### src/hdl/fcps_pkg.sv
// Constants, register map and carrier types for the fan pin select block.
// Assumes a single 20 MHz clock and a synchronous active-high reset.
package fcps_pkg;

   ////////////////////////////////////////////////////////////////////////////
   // Timing.
   localparam int unsigned CLK_HZ         = 20_000_000;
   localparam int unsigned TICK_MS        = 1;
   localparam int unsigned TICK_CYC_DEF   = CLK_HZ / 1000 * TICK_MS;
   localparam int unsigned TICK_W         = 16;
   localparam real         ROT_LOSS_S     = 0.3;
   localparam real         LD_S_0         = 0.2;
   localparam real         LD_S_1         = 0.4;
   localparam real         LD_S_2         = 0.6;
   localparam real         LD_S_3         = 0.95;
   localparam logic [15:0] ROT_LOSS_MS    = 16'(int'(ROT_LOSS_S * 1000.0));
   localparam logic [15:0] LD_MS_0        = 16'(int'(LD_S_0 * 1000.0));
   localparam logic [15:0] LD_MS_1        = 16'(int'(LD_S_1 * 1000.0));
   localparam logic [15:0] LD_MS_2        = 16'(int'(LD_S_2 * 1000.0));
   localparam logic [15:0] LD_MS_3        = 16'(int'(LD_S_3 * 1000.0));
   localparam logic [15:0] OFF_RATIO_EARLY = 16'h0009;
   localparam logic [15:0] OFF_RATIO_LATE  = 16'h000f;
   localparam logic [2:0]  LATE_OFF_NUM    = 3'h5;
   localparam logic [2:0]  NOFF_MAX        = 3'h7;

   ////////////////////////////////////////////////////////////////////////////
   // Duty measurement.
   localparam int unsigned DUTY_BITS         = 8;
   localparam int unsigned DUTY_WIN_LOG2_DEF = 20;
   localparam int unsigned WIN_W             = 21;

   ////////////////////////////////////////////////////////////////////////////
   // Register map.
   localparam int unsigned AW          = 12;
   localparam logic [AW-1:0] ADDR_CFG   = 12'h10c;
   localparam logic [AW-1:0] ADDR_STAT  = 12'h110;
   localparam logic [AW-1:0] ADDR_MASK  = 12'h114;
   localparam logic [AW-1:0] ADDR_STATE = 12'h118;
   localparam int unsigned CFG_TSEL_LSB = 0;
   localparam int unsigned CFG_LD_LSB   = 2;
   localparam int unsigned CFG_RDA_LSB  = 8;
   localparam logic [31:0] CFG_RST      = 32'h0000_200c;
   localparam logic [1:0]  TSEL_SPEED   = 2'h0;
   localparam logic [1:0]  TSEL_RD      = 2'h1;
   localparam logic [1:0]  TSEL_RDA     = 2'h2;
   localparam int unsigned IRQ_LOCK     = 0;
   localparam int unsigned IRQ_LATE     = 1;
   localparam int unsigned IRQ_RESUME   = 2;
   localparam int unsigned IRQ_ALARM    = 3;
   localparam int unsigned IRQ_W        = 4;
   localparam logic [1:0]  RESP_OKAY    = 2'h0;
   localparam logic [1:0]  RESP_SLVERR  = 2'h2;

   ////////////////////////////////////////////////////////////////////////////
   // Types.
   typedef enum logic [2:0] {ST_START, ST_ROTATE, ST_OFF, ST_RESTART}
      fcps_lock_st_t;

   typedef struct packed {
      logic [AW-1:0] awaddr;
      logic          awvalid;
      logic [31:0]   wdata;
      logic [3:0]    wstrb;
      logic          wvalid;
      logic          bready;
      logic [AW-1:0] araddr;
      logic          arvalid;
      logic          rready;
   } fcps_axi_req_t;

   typedef struct packed {
      logic        awready;
      logic        wready;
      logic        bvalid;
      logic [1:0]  bresp;
      logic        arready;
      logic        rvalid;
      logic [31:0] rdata;
      logic [1:0]  rresp;
   } fcps_axi_rsp_t;

   typedef struct packed {
      logic                 awgot;
      logic                 wgot;
      logic [AW-1:0]        awaddr;
      logic [31:0]          wdata;
      logic [3:0]           wstrb;
      logic                 bvalid;
      logic [1:0]           bresp;
      logic                 rvalid;
      logic [31:0]          rdata;
      logic [1:0]           rresp;
      logic [31:0]          cfg;
      logic [IRQ_W-1:0]     stat;
      logic [IRQ_W-1:0]     mask;
      logic                 strap;
      logic                 strap_done;
      logic                 hall;
      logic [TICK_W-1:0]    tick_cnt;
      fcps_lock_st_t        st;
      logic [15:0]          tmr;
      logic [2:0]           noff;
      logic [15:0]          per_ms;
      logic                 alarm;
      logic [WIN_W-1:0]     win_cnt;
      logic [WIN_W-1:0]     hi_cnt;
      logic [DUTY_BITS-1:0] duty;
      logic [DUTY_BITS-1:0] drv_duty;
      logic                 tach_low;
      logic                 ser_rx;
   } fcps_state_t;

endpackage

### src/hdl/fcps_top.sv
// Pin select, tach output and locked-rotor timing of a single-phase fan
// driver, with an AXI4-Lite register slave.
// Assumes every pin input is synchronous to mclk and the tach pin has an
// external pull-up; the serial engine itself sits outside this block.
//
// Operation
// - A rotor that shows no Hall edge within the lock detect time after start-up trips lock protection and drive stops.
// - If the lock persists over restarts, the fifth and later off periods use a different, longer length.
// - In speed pulse mode the tach pin follows the Hall signal level.
// - The tach output select field at 0x010C picks speed pulse, rotation detect or rotation decline alarm.
// - The tach pin is only ever pulled low; the outside pull-up makes the high level.
// - Drive strength follows the measured duty ratio of the speed command input.
// - With the strap low the tach pin is the single two-way serial line.
// - With the strap high serial input comes from the speed command pin and replies go out on the tach pin.
// - While rotating, lock is declared once Hall edges have been absent for 0.3 s.
// - From the fifth off interval onward the off period is 15 times the restart on period.
`timescale 1ns/100ps
module fcps_top #(
   parameter int unsigned TICK_CYC      = fcps_pkg::TICK_CYC_DEF,
   parameter int unsigned DUTY_WIN_LOG2 = fcps_pkg::DUTY_WIN_LOG2_DEF
) (
   input  wire logic                    mclk,
   input  wire logic                    rst,
   input  wire fcps_pkg::fcps_axi_req_t axi_req,
   output      fcps_pkg::fcps_axi_rsp_t axi_rsp,
   input  wire logic                    hall_in_pos,
   input  wire logic                    hall_in_neg,
   input  wire logic                    pwm_in,
   input  wire logic                    comm_select_strap,
   input  wire logic                    tach_in,
   output      logic                    tach_out,
   output      logic                    tach_oe,
   input  wire logic                    ser_tx,
   input  wire logic                    ser_tx_en,
   input  wire logic                    ser_busy,
   output      logic                    ser_rx,
   output      logic                    drive_en,
   output      logic [7:0]              drive_duty,
   output      logic                    irq
);
   import fcps_pkg::*;

   localparam logic [TICK_W-1:0] TICK_LAST  = TICK_W'(TICK_CYC - 1);
   localparam logic [WIN_W-1:0]  WIN_LAST   =
      WIN_W'((1 << DUTY_WIN_LOG2) - 1);
   localparam int unsigned       DUTY_SHIFT = DUTY_WIN_LOG2 - DUTY_BITS;
   localparam logic [2:0]        LATE_PREV  = LATE_OFF_NUM - 3'h1;

   fcps_state_t          s_q;
   fcps_state_t          s_d;
   logic                 tick;
   logic                 hall_now;
   logic                 hall_edge;
   logic                 lock_hit;
   logic                 win_end;
   logic                 pin_serial;
   logic                 tach_func;
   logic                 aw_rdy;
   logic                 w_rdy;
   logic [1:0]           tsel;
   logic [1:0]           ld_sel;
   logic [7:0]           rda_thr;
   logic [15:0]          on_ms;
   logic [15:0]          off_ms;
   logic [IRQ_W-1:0]     ev;
   logic [IRQ_W-1:0]     w1c;
   logic [WIN_W-1:0]     duty_raw;

   ////////////////////////////////////////////////////////////////////////////
   // Helpers.
   function automatic logic [15:0] lock_ms(input logic [1:0] sel);
      case (sel)
         2'h0:    lock_ms = LD_MS_0;
         2'h1:    lock_ms = LD_MS_1;
         2'h2:    lock_ms = LD_MS_2;
         default: lock_ms = LD_MS_3;
      endcase
   endfunction
   function automatic logic [15:0] off_limit(input logic [15:0] on,
                                             input logic [2:0]  n);
      logic [31:0] prod;
      prod = (n >= LATE_OFF_NUM) ? on * OFF_RATIO_LATE
                                 : on * OFF_RATIO_EARLY;
      off_limit = prod[15:0];
   endfunction
   function automatic logic [31:0] merge_strb(input logic [31:0] old_v,
                                              input logic [31:0] new_v,
                                              input logic [3:0]  strb);
      merge_strb = old_v;
      for (int i = 0; i < 4; i++) begin
         if (strb[i]) begin
            merge_strb[i*8 +: 8] = new_v[i*8 +: 8];
         end
      end
   endfunction

   ////////////////////////////////////////////////////////////////////////////
   // Next state.
   always_comb begin
      s_d      = s_q;
      ev       = '0;
      w1c      = '0;
      lock_hit = 1'b0;
      duty_raw = '0;
      tsel     = s_q.cfg[CFG_TSEL_LSB +: 2];
      ld_sel   = s_q.cfg[CFG_LD_LSB +: 2];
      rda_thr  = s_q.cfg[CFG_RDA_LSB +: 8];
      on_ms    = lock_ms(ld_sel);
      off_ms   = off_limit(on_ms, s_q.noff);
      aw_rdy   = !s_q.awgot && !s_q.bvalid;
      w_rdy    = !s_q.wgot && !s_q.bvalid;

      // Millisecond enable keeps all lock timers narrow.
      tick = (s_q.tick_cnt == TICK_LAST);
      s_d.tick_cnt = tick ? '0 : s_q.tick_cnt + 16'h0001;

      // The strap is caught once, on the first edge after reset release.
      if (!s_q.strap_done) begin
         s_d.strap      = comm_select_strap;
         s_d.strap_done = 1'b1;
      end

      // A tie between the Hall inputs keeps the last decided level.
      hall_now  = (hall_in_pos != hall_in_neg) ? hall_in_pos : s_q.hall;
      hall_edge = (hall_now != s_q.hall);
      s_d.hall  = hall_now;
      if (hall_edge) begin
         s_d.per_ms = '0;
      end else if (tick && s_q.per_ms != 16'hffff) begin
         s_d.per_ms = s_q.per_ms + 16'h0001;
      end

      if (tick && s_q.tmr != 16'hffff) begin
         s_d.tmr = s_q.tmr + 16'h0001;
      end
      case (s_q.st)
         ST_START, ST_RESTART: begin
            if (hall_edge) begin
               s_d.st   = ST_ROTATE;
               s_d.tmr  = '0;
               s_d.noff = '0;
               ev[IRQ_RESUME] = (s_q.st == ST_RESTART);
            end else if (s_q.tmr >= on_ms) begin
               lock_hit = 1'b1;
            end
         end
         ST_ROTATE: begin
            if (hall_edge) begin
               s_d.tmr = '0;
            end else if (s_q.tmr >= ROT_LOSS_MS) begin
               lock_hit = 1'b1;
            end
         end
         ST_OFF: begin
            if (s_q.tmr >= off_ms) begin
               s_d.st  = ST_RESTART;
               s_d.tmr = '0;
            end
         end
         default: begin
            s_d.st  = ST_START;
            s_d.tmr = '0;
         end
      endcase
      if (lock_hit) begin
         s_d.st  = ST_OFF;
         s_d.tmr = '0;
         if (s_q.noff != NOFF_MAX) begin
            s_d.noff = s_q.noff + 3'h1;
         end
         ev[IRQ_LOCK] = 1'b1;
         ev[IRQ_LATE] = (s_q.noff == LATE_PREV);
      end

      // The alarm also stands while not rotating at all.
      s_d.alarm = (s_q.st != ST_ROTATE) || (s_q.per_ms > {8'h00, rda_thr});
      ev[IRQ_ALARM] = s_d.alarm && !s_q.alarm;

      // duty measure
      // Fixed window of high samples; longer than the slowest command
      // period, so the reading is stable at the price of latency.
      win_end = (s_q.win_cnt == WIN_LAST);
      s_d.win_cnt = win_end ? '0 : s_q.win_cnt + 21'h000001;
      if (win_end) begin
         duty_raw   = s_q.hi_cnt >> DUTY_SHIFT;
         s_d.duty   = (|duty_raw[WIN_W-1:DUTY_BITS]) ? 8'hff
                                                      : duty_raw[7:0];
         s_d.hi_cnt = '0;
      end else if (pwm_in) begin
         s_d.hi_cnt = s_q.hi_cnt + 21'h000001;
      end
      s_d.drv_duty = (s_d.st == ST_OFF) ? 8'h00 : s_q.duty;

      case (tsel)
         TSEL_RD:  tach_func = (s_q.st == ST_ROTATE);
         TSEL_RDA: tach_func = s_q.alarm;
         default:  tach_func = !hall_now;
      endcase
      // serial pin routing
      // With the strap low the host talks on the tach pin, so the tach
      // function lets go of it for the whole session.
      pin_serial   = ser_tx_en || (!s_q.strap && ser_busy);
      s_d.tach_low = pin_serial ? (ser_tx_en && !ser_tx) : tach_func;
      s_d.ser_rx   = s_q.strap ? pwm_in : tach_in;

      // AXI4-Lite write path.
      if (axi_req.awvalid && aw_rdy) begin
         s_d.awgot  = 1'b1;
         s_d.awaddr = axi_req.awaddr;
      end
      if (axi_req.wvalid && w_rdy) begin
         s_d.wgot  = 1'b1;
         s_d.wdata = axi_req.wdata;
         s_d.wstrb = axi_req.wstrb;
      end
      if (s_q.bvalid && axi_req.bready) begin
         s_d.bvalid = 1'b0;
      end
      if (s_q.awgot && s_q.wgot && !s_q.bvalid) begin
         s_d.awgot  = 1'b0;
         s_d.wgot   = 1'b0;
         s_d.bvalid = 1'b1;
         s_d.bresp  = RESP_OKAY;
         case (s_q.awaddr)
            ADDR_CFG:   s_d.cfg = merge_strb(s_q.cfg, s_q.wdata, s_q.wstrb);
            ADDR_STAT:  w1c = s_q.wstrb[0] ? s_q.wdata[IRQ_W-1:0] : '0;
            ADDR_MASK: begin
               if (s_q.wstrb[0]) begin
                  s_d.mask = s_q.wdata[IRQ_W-1:0];
               end
            end
            ADDR_STATE: s_d.bresp = RESP_OKAY;
            default:    s_d.bresp = RESP_SLVERR;
         endcase
      end
      // A new event beats a clear in the same cycle.
      s_d.stat = (s_q.stat & ~w1c) | ev;

      // AXI4-Lite read path.
      if (s_q.rvalid && axi_req.rready) begin
         s_d.rvalid = 1'b0;
      end
      if (axi_req.arvalid && !s_q.rvalid) begin
         s_d.rvalid = 1'b1;
         s_d.rresp  = RESP_OKAY;
         case (axi_req.araddr)
            ADDR_CFG:   s_d.rdata = s_q.cfg;
            ADDR_STAT:  s_d.rdata = {28'h0, s_q.stat};
            ADDR_MASK:  s_d.rdata = {28'h0, s_q.mask};
            ADDR_STATE: s_d.rdata = {s_q.per_ms, s_q.noff, s_q.strap,
                                     s_q.st != ST_OFF, s_q.st, s_q.duty};
            default: begin
               s_d.rdata = '0;
               s_d.rresp = RESP_SLVERR;
            end
         endcase
      end
   end

   always_ff @(posedge mclk) begin
      if (rst) begin
         s_q     <= '0;
         s_q.cfg <= CFG_RST;
      end else begin
         s_q <= s_d;
      end
   end

   ////////////////////////////////////////////////////////////////////////////
   // Outputs.
   assign axi_rsp  = '{awready: aw_rdy, wready: w_rdy, bvalid: s_q.bvalid,
                       bresp: s_q.bresp, arready: !s_q.rvalid,
                       rvalid: s_q.rvalid, rdata: s_q.rdata,
                       rresp: s_q.rresp};
   assign tach_out   = 1'b0;
   assign tach_oe    = s_q.tach_low;
   assign ser_rx     = s_q.ser_rx;
   assign drive_en   = (s_q.st != ST_OFF);
   assign drive_duty = s_q.drv_duty;
   assign irq        = |(s_q.stat & s_q.mask);
endmodule

### config.mk
export PLATFORM = sky130hd
export DESIGN_NAME = fcps_top
export DESIGN_NICKNAME = d
export VERILOG_FILES = /design/src/hdl/fcps_pkg.sv /design/src/hdl/fcps_top.sv
export SDC_FILE = /design/constraint.sdc
export NUM_CORES = 1
export LEC_CHECK = 0
export ABC_AREA = 1
export ABC_CLOCK_PERIOD_IN_PS = 3400
export BUFFER_PORTS_ARGS = -buffer_cell sky130_fd_sc_hd__buf_4
export CAP_MARGIN = 30
export CORE_AREA = 2 2 152 154
export DETAILED_ROUTE_END_ITERATION = 12
export DIE_AREA = 0 0 154 156
export PLACE_DENSITY = 0.85
export SKIP_LAST_GASP = 1
export SYNTH_ARGS = -nofsm -noshare
export SYNTH_HDL_FRONTEND = slang
export SYNTH_SLANG_ARGS = --single-unit
### constraint.sdc
create_clock -name mclk -period 3.4 [get_ports mclk]
set_input_delay 1.02 -clock mclk [delete_from_list [all_inputs] [get_ports mclk]]
set_output_delay 1.02 -clock mclk [all_outputs]
set_load 0.01 [all_outputs]
==> out/qor.txt <==
core region area: 22400 µm²
worst skew pair latency: 0.52 ns
critical path capture point type: flop
pwr/cell area: 463 nW/µm²
area after detailed placement: 12900 µm²
post-DR vias/cell: 5.35
number of top-level pins: 129
drt pass-1 iters: 6
final hold violation count: 0
Worst Setup Start Kind: flop
final cycle utilization of the critical path: 89.5%
outcome: finished, final reports clean
antenna fix cells: 0
maximum operating frequency: 0.329 GHz
# fillers: 1890
remaining max-slew budget at the tightest pin: 35.1%
max-capacitance violation count: 0
DRC violations left: 0
HPWL reported at the end of detailed placement: 21100 µm
share of synthesized area occupied by flip-flops and latches: 40.2%
cells taking the most area after synthesis: sky130_fd_sc_hd__dfxtp_1 (40%), sky130_fd_sc_hd__nand2_1 (9.4%), sky130_fd_sc_hd__nor2_1 (7.0%)
# port buffers: 125
wire length of the first global-routing pass: 47500 µm
final setup fails: 0
placed cell count: 1985
chip height: 156 µm
unrepaired setup endpoints after global routing: no
flop and latch count out of synthesis: 244
Crit Path Max Fanout: 9
clock tree from TritonCTS: built
worst clock skew: 0.00975 ns
width of the chip: 154 µm
total global routing track utilization: 23.7%
mean instance size in the synthesized netlist: 7.31 µm²
Worst Path Arrival: 3.49 ns
cell taking the most area after synthesis: sky130_fd_sc_hd__dfxtp_1
pin count of the biggest net entering global routing: 64
Iteration-0 DRC Markers: 809
setup TNS after final layout: 0 ns
clock edge transition at the registers on the reported setup and hold paths: 0.06 ns
vias in the first global route: 9937
number of gates given a new drive strength after cts: 0
initial standard-cell utilization of the core: 54.3%
# Post-CTS Setup Buffers: 0
post-route minimum period: 3.04 ns
CTS root buf: sky130_fd_sc_hd__clkbuf_16
final design area excluding fillers: 13800 µm²
clock buffer count from CTS: 25
slew at the pin with the worst max-slew slack: 0.973 ns
DR WL/cell: 14.3 µm
largest buffer count on any clock path: 3
DRT antenna net count: 0
clock sinks: 244
H-tree Lvls: 1
total gr overflow: 0
Post-Syn Instances: 1662
distinct cell type count after synthesis: 52
total of hold buffers inserted after clock tree synthesis: 0
Detailed Route WL: 29000 µm
global placer's final weighted congestion: 0.927
area of the die: 24000 µm²
Max Slew Vio Count: 0
data required time at the worst endpoint: 3.84 ns
area added between synthesis and finish: 13.8%
Yosys warning count: 0
Site Rows: 55
worst vdd rail ir drop: 0.000414 V
NumNets Final: 1851
number of antenna violations at the first check in global routing: 0
share of the synthesized area in the top cell type: 40.2%
layout cells sized above 1: 13.0%
Post-Syn Area: 12100 µm²
via count: 10900
crit path kind: flop to flop
hold crit path type: flop to flop
final instance count without filler cells: 2028
cell leakage power: 5.64 nW
[area by class of cell]
| cell class | count | area (µm²) | share of cell area [%] |
|---|---|---|---|
| clock buffer | 35 | 733 | 5.30 |
| clock inverter | 8 | 173 | 1.25 |
| inverter | 167 | 627 | 4.53 |
| multi-input combinational | 1152 | 6020 | 43.6 |
| sequential | 244 | 4880 | 35.3 |
| tap | 285 | 357 | 2.58 |
| timing repair buffer | 137 | 1030 | 7.44 |
[metal layers]
| metal | global-route usage, % | part of all wire [%] | vias up |
|---|---|---|---|
| met1 | 32.8 | 45 | 4974 |
| met2 | 38.5 | 45 | 336 |
| met3 | 3.42 | 6.5 | 50 |
| met4 | 7.48 | 2.5 | 0 |
| met5 | 0 | 0 | - |
| li1 | - | - | 5499 |
[cells in the final DEF, fill, tap and decap left out, drive strengths merged, types with 5 or more instances in the layout]
cell type / synthesis / layout
o31ai: 5 / 5
xnor2: 10 / 10
clkbuf: 30 / 35
o21ai: 142 / 142
a211oi: 13 / 13
buf: 73 / 137
ha: 49 / 49
o22ai: 12 / 12
conb: 1 / 5
or2: 9 / 9
bufinv: 0 / 5
nor3: 53 / 53
nor3b: 8 / 8
nand2: 313 / 313
a21oi: 129 / 129
nand3: 85 / 85
nor4: 10 / 10
dfxtp: 244 / 244
nand4: 16 / 16
nor2: 237 / 237
inv: 164 / 166
xor2: 42 / 42
[cells in the mapped netlist (all sizes together)]
cell and instances:
o21ai 142, a31oi 1, o211ai 2, a22oi 1, nor4 10, dfxtp 244
o21a 2, a2111o 1, a21oi 129, nand4 16, o311ai 1, xnor2 10
clkinv 3, ha 49, nor3b 8, or4 1, nor3 53, a211oi 13
nor2 237, nand2 313, o22ai 12, mux2 2, o31ai 5, nand3 85
clkbuf 30, o21bai 1, inv 164, xor2 42, and3 1, conb 1
buf 73, or2 9, nand3b 1
[worst paths after layout]
kind                                start            end  slack [ns]  cells after the start
worst max-delay path            ld_sel[1]  drive_duty[3]        0.36                     16
worst min-delay path             s_q[116]       s_q[117]        0.44                      1
worst max register to register  ld_sel[1]  drive_duty[3]        0.36                     16
worst min register to register   s_q[116]       s_q[117]        0.44                      1
[stage by stage]
step                      power (mW)  utilization (%)  worst slack (ns)  hold slack [ns]
final                           6.40             61.8             0.357            0.441
after CTS                       6.43             61.8             0.230            0.439
after detailed placement        3.46             57.7             0.248            0.420
after global placement          3.44             57.7             0.384            0.415
after floorplan                 3.31                -             0.460            0.405
after global routing            6.61             61.8            0.0218            0.452
[cell families after synthesis]
group,after synthesis,synth area share (%)
DFF,244,40.2
adders and majority gates,49,5.05
and+or+nand+nor,734,26.6
buffers and inverters,270,10.4
muxes,2,0.185
xor gates and xnor gates,52,3.75
other,1,0.0309
AOI/OAI and AO/OA,310,13.8
[sequential cells by signal (all words and copies together) (netlist names)]
name        cells
rda_thr         8
axi_rsp        36
tach_oe         1
s_q           188
ld_sel          2
drive_duty      8
ser_rx          1
[critical path, stage by stage, from the launching register on]
cell and delay, ns:
sky130_fd_sc_hd__dfxtp_1 0.36, sky130_fd_sc_hd__inv_1 0.21, sky130_fd_sc_hd__ha_2 0.28, sky130_fd_sc_hd__inv_1 0.07, sky130_fd_sc_hd__ha_1 0.20, sky130_fd_sc_hd__nor2_1 0.15, sky130_fd_sc_hd__inv_1 0.10, sky130_fd_sc_hd__ha_1 0.28
sky130_fd_sc_hd__nand2_1 0.08, sky130_fd_sc_hd__inv_1 0.05, sky130_fd_sc_hd__a21oi_1 0.17, sky130_fd_sc_hd__nand2_1 0.08, sky130_fd_sc_hd__nand2_1 0.05, sky130_fd_sc_hd__nand3_1 0.16, sky130_fd_sc_hd__a21oi_4 0.28, sky130_fd_sc_hd__nand3_2 0.24
sky130_fd_sc_hd__a21oi_1 0.21
[power breakdown]
| part | total [mW] | leakage (nW) | internal [mW] | switching (mW) |
|---|---|---|---|---|
| clock network | 3.00 | 0.445 | 1.88 | 1.13 |
| logic | 0.406 | 3.21 | 0.152 | 0.254 |
| registers | 3.00 | 1.98 | 2.94 | 0.0546 |
(Power assumes the default switching activity.)
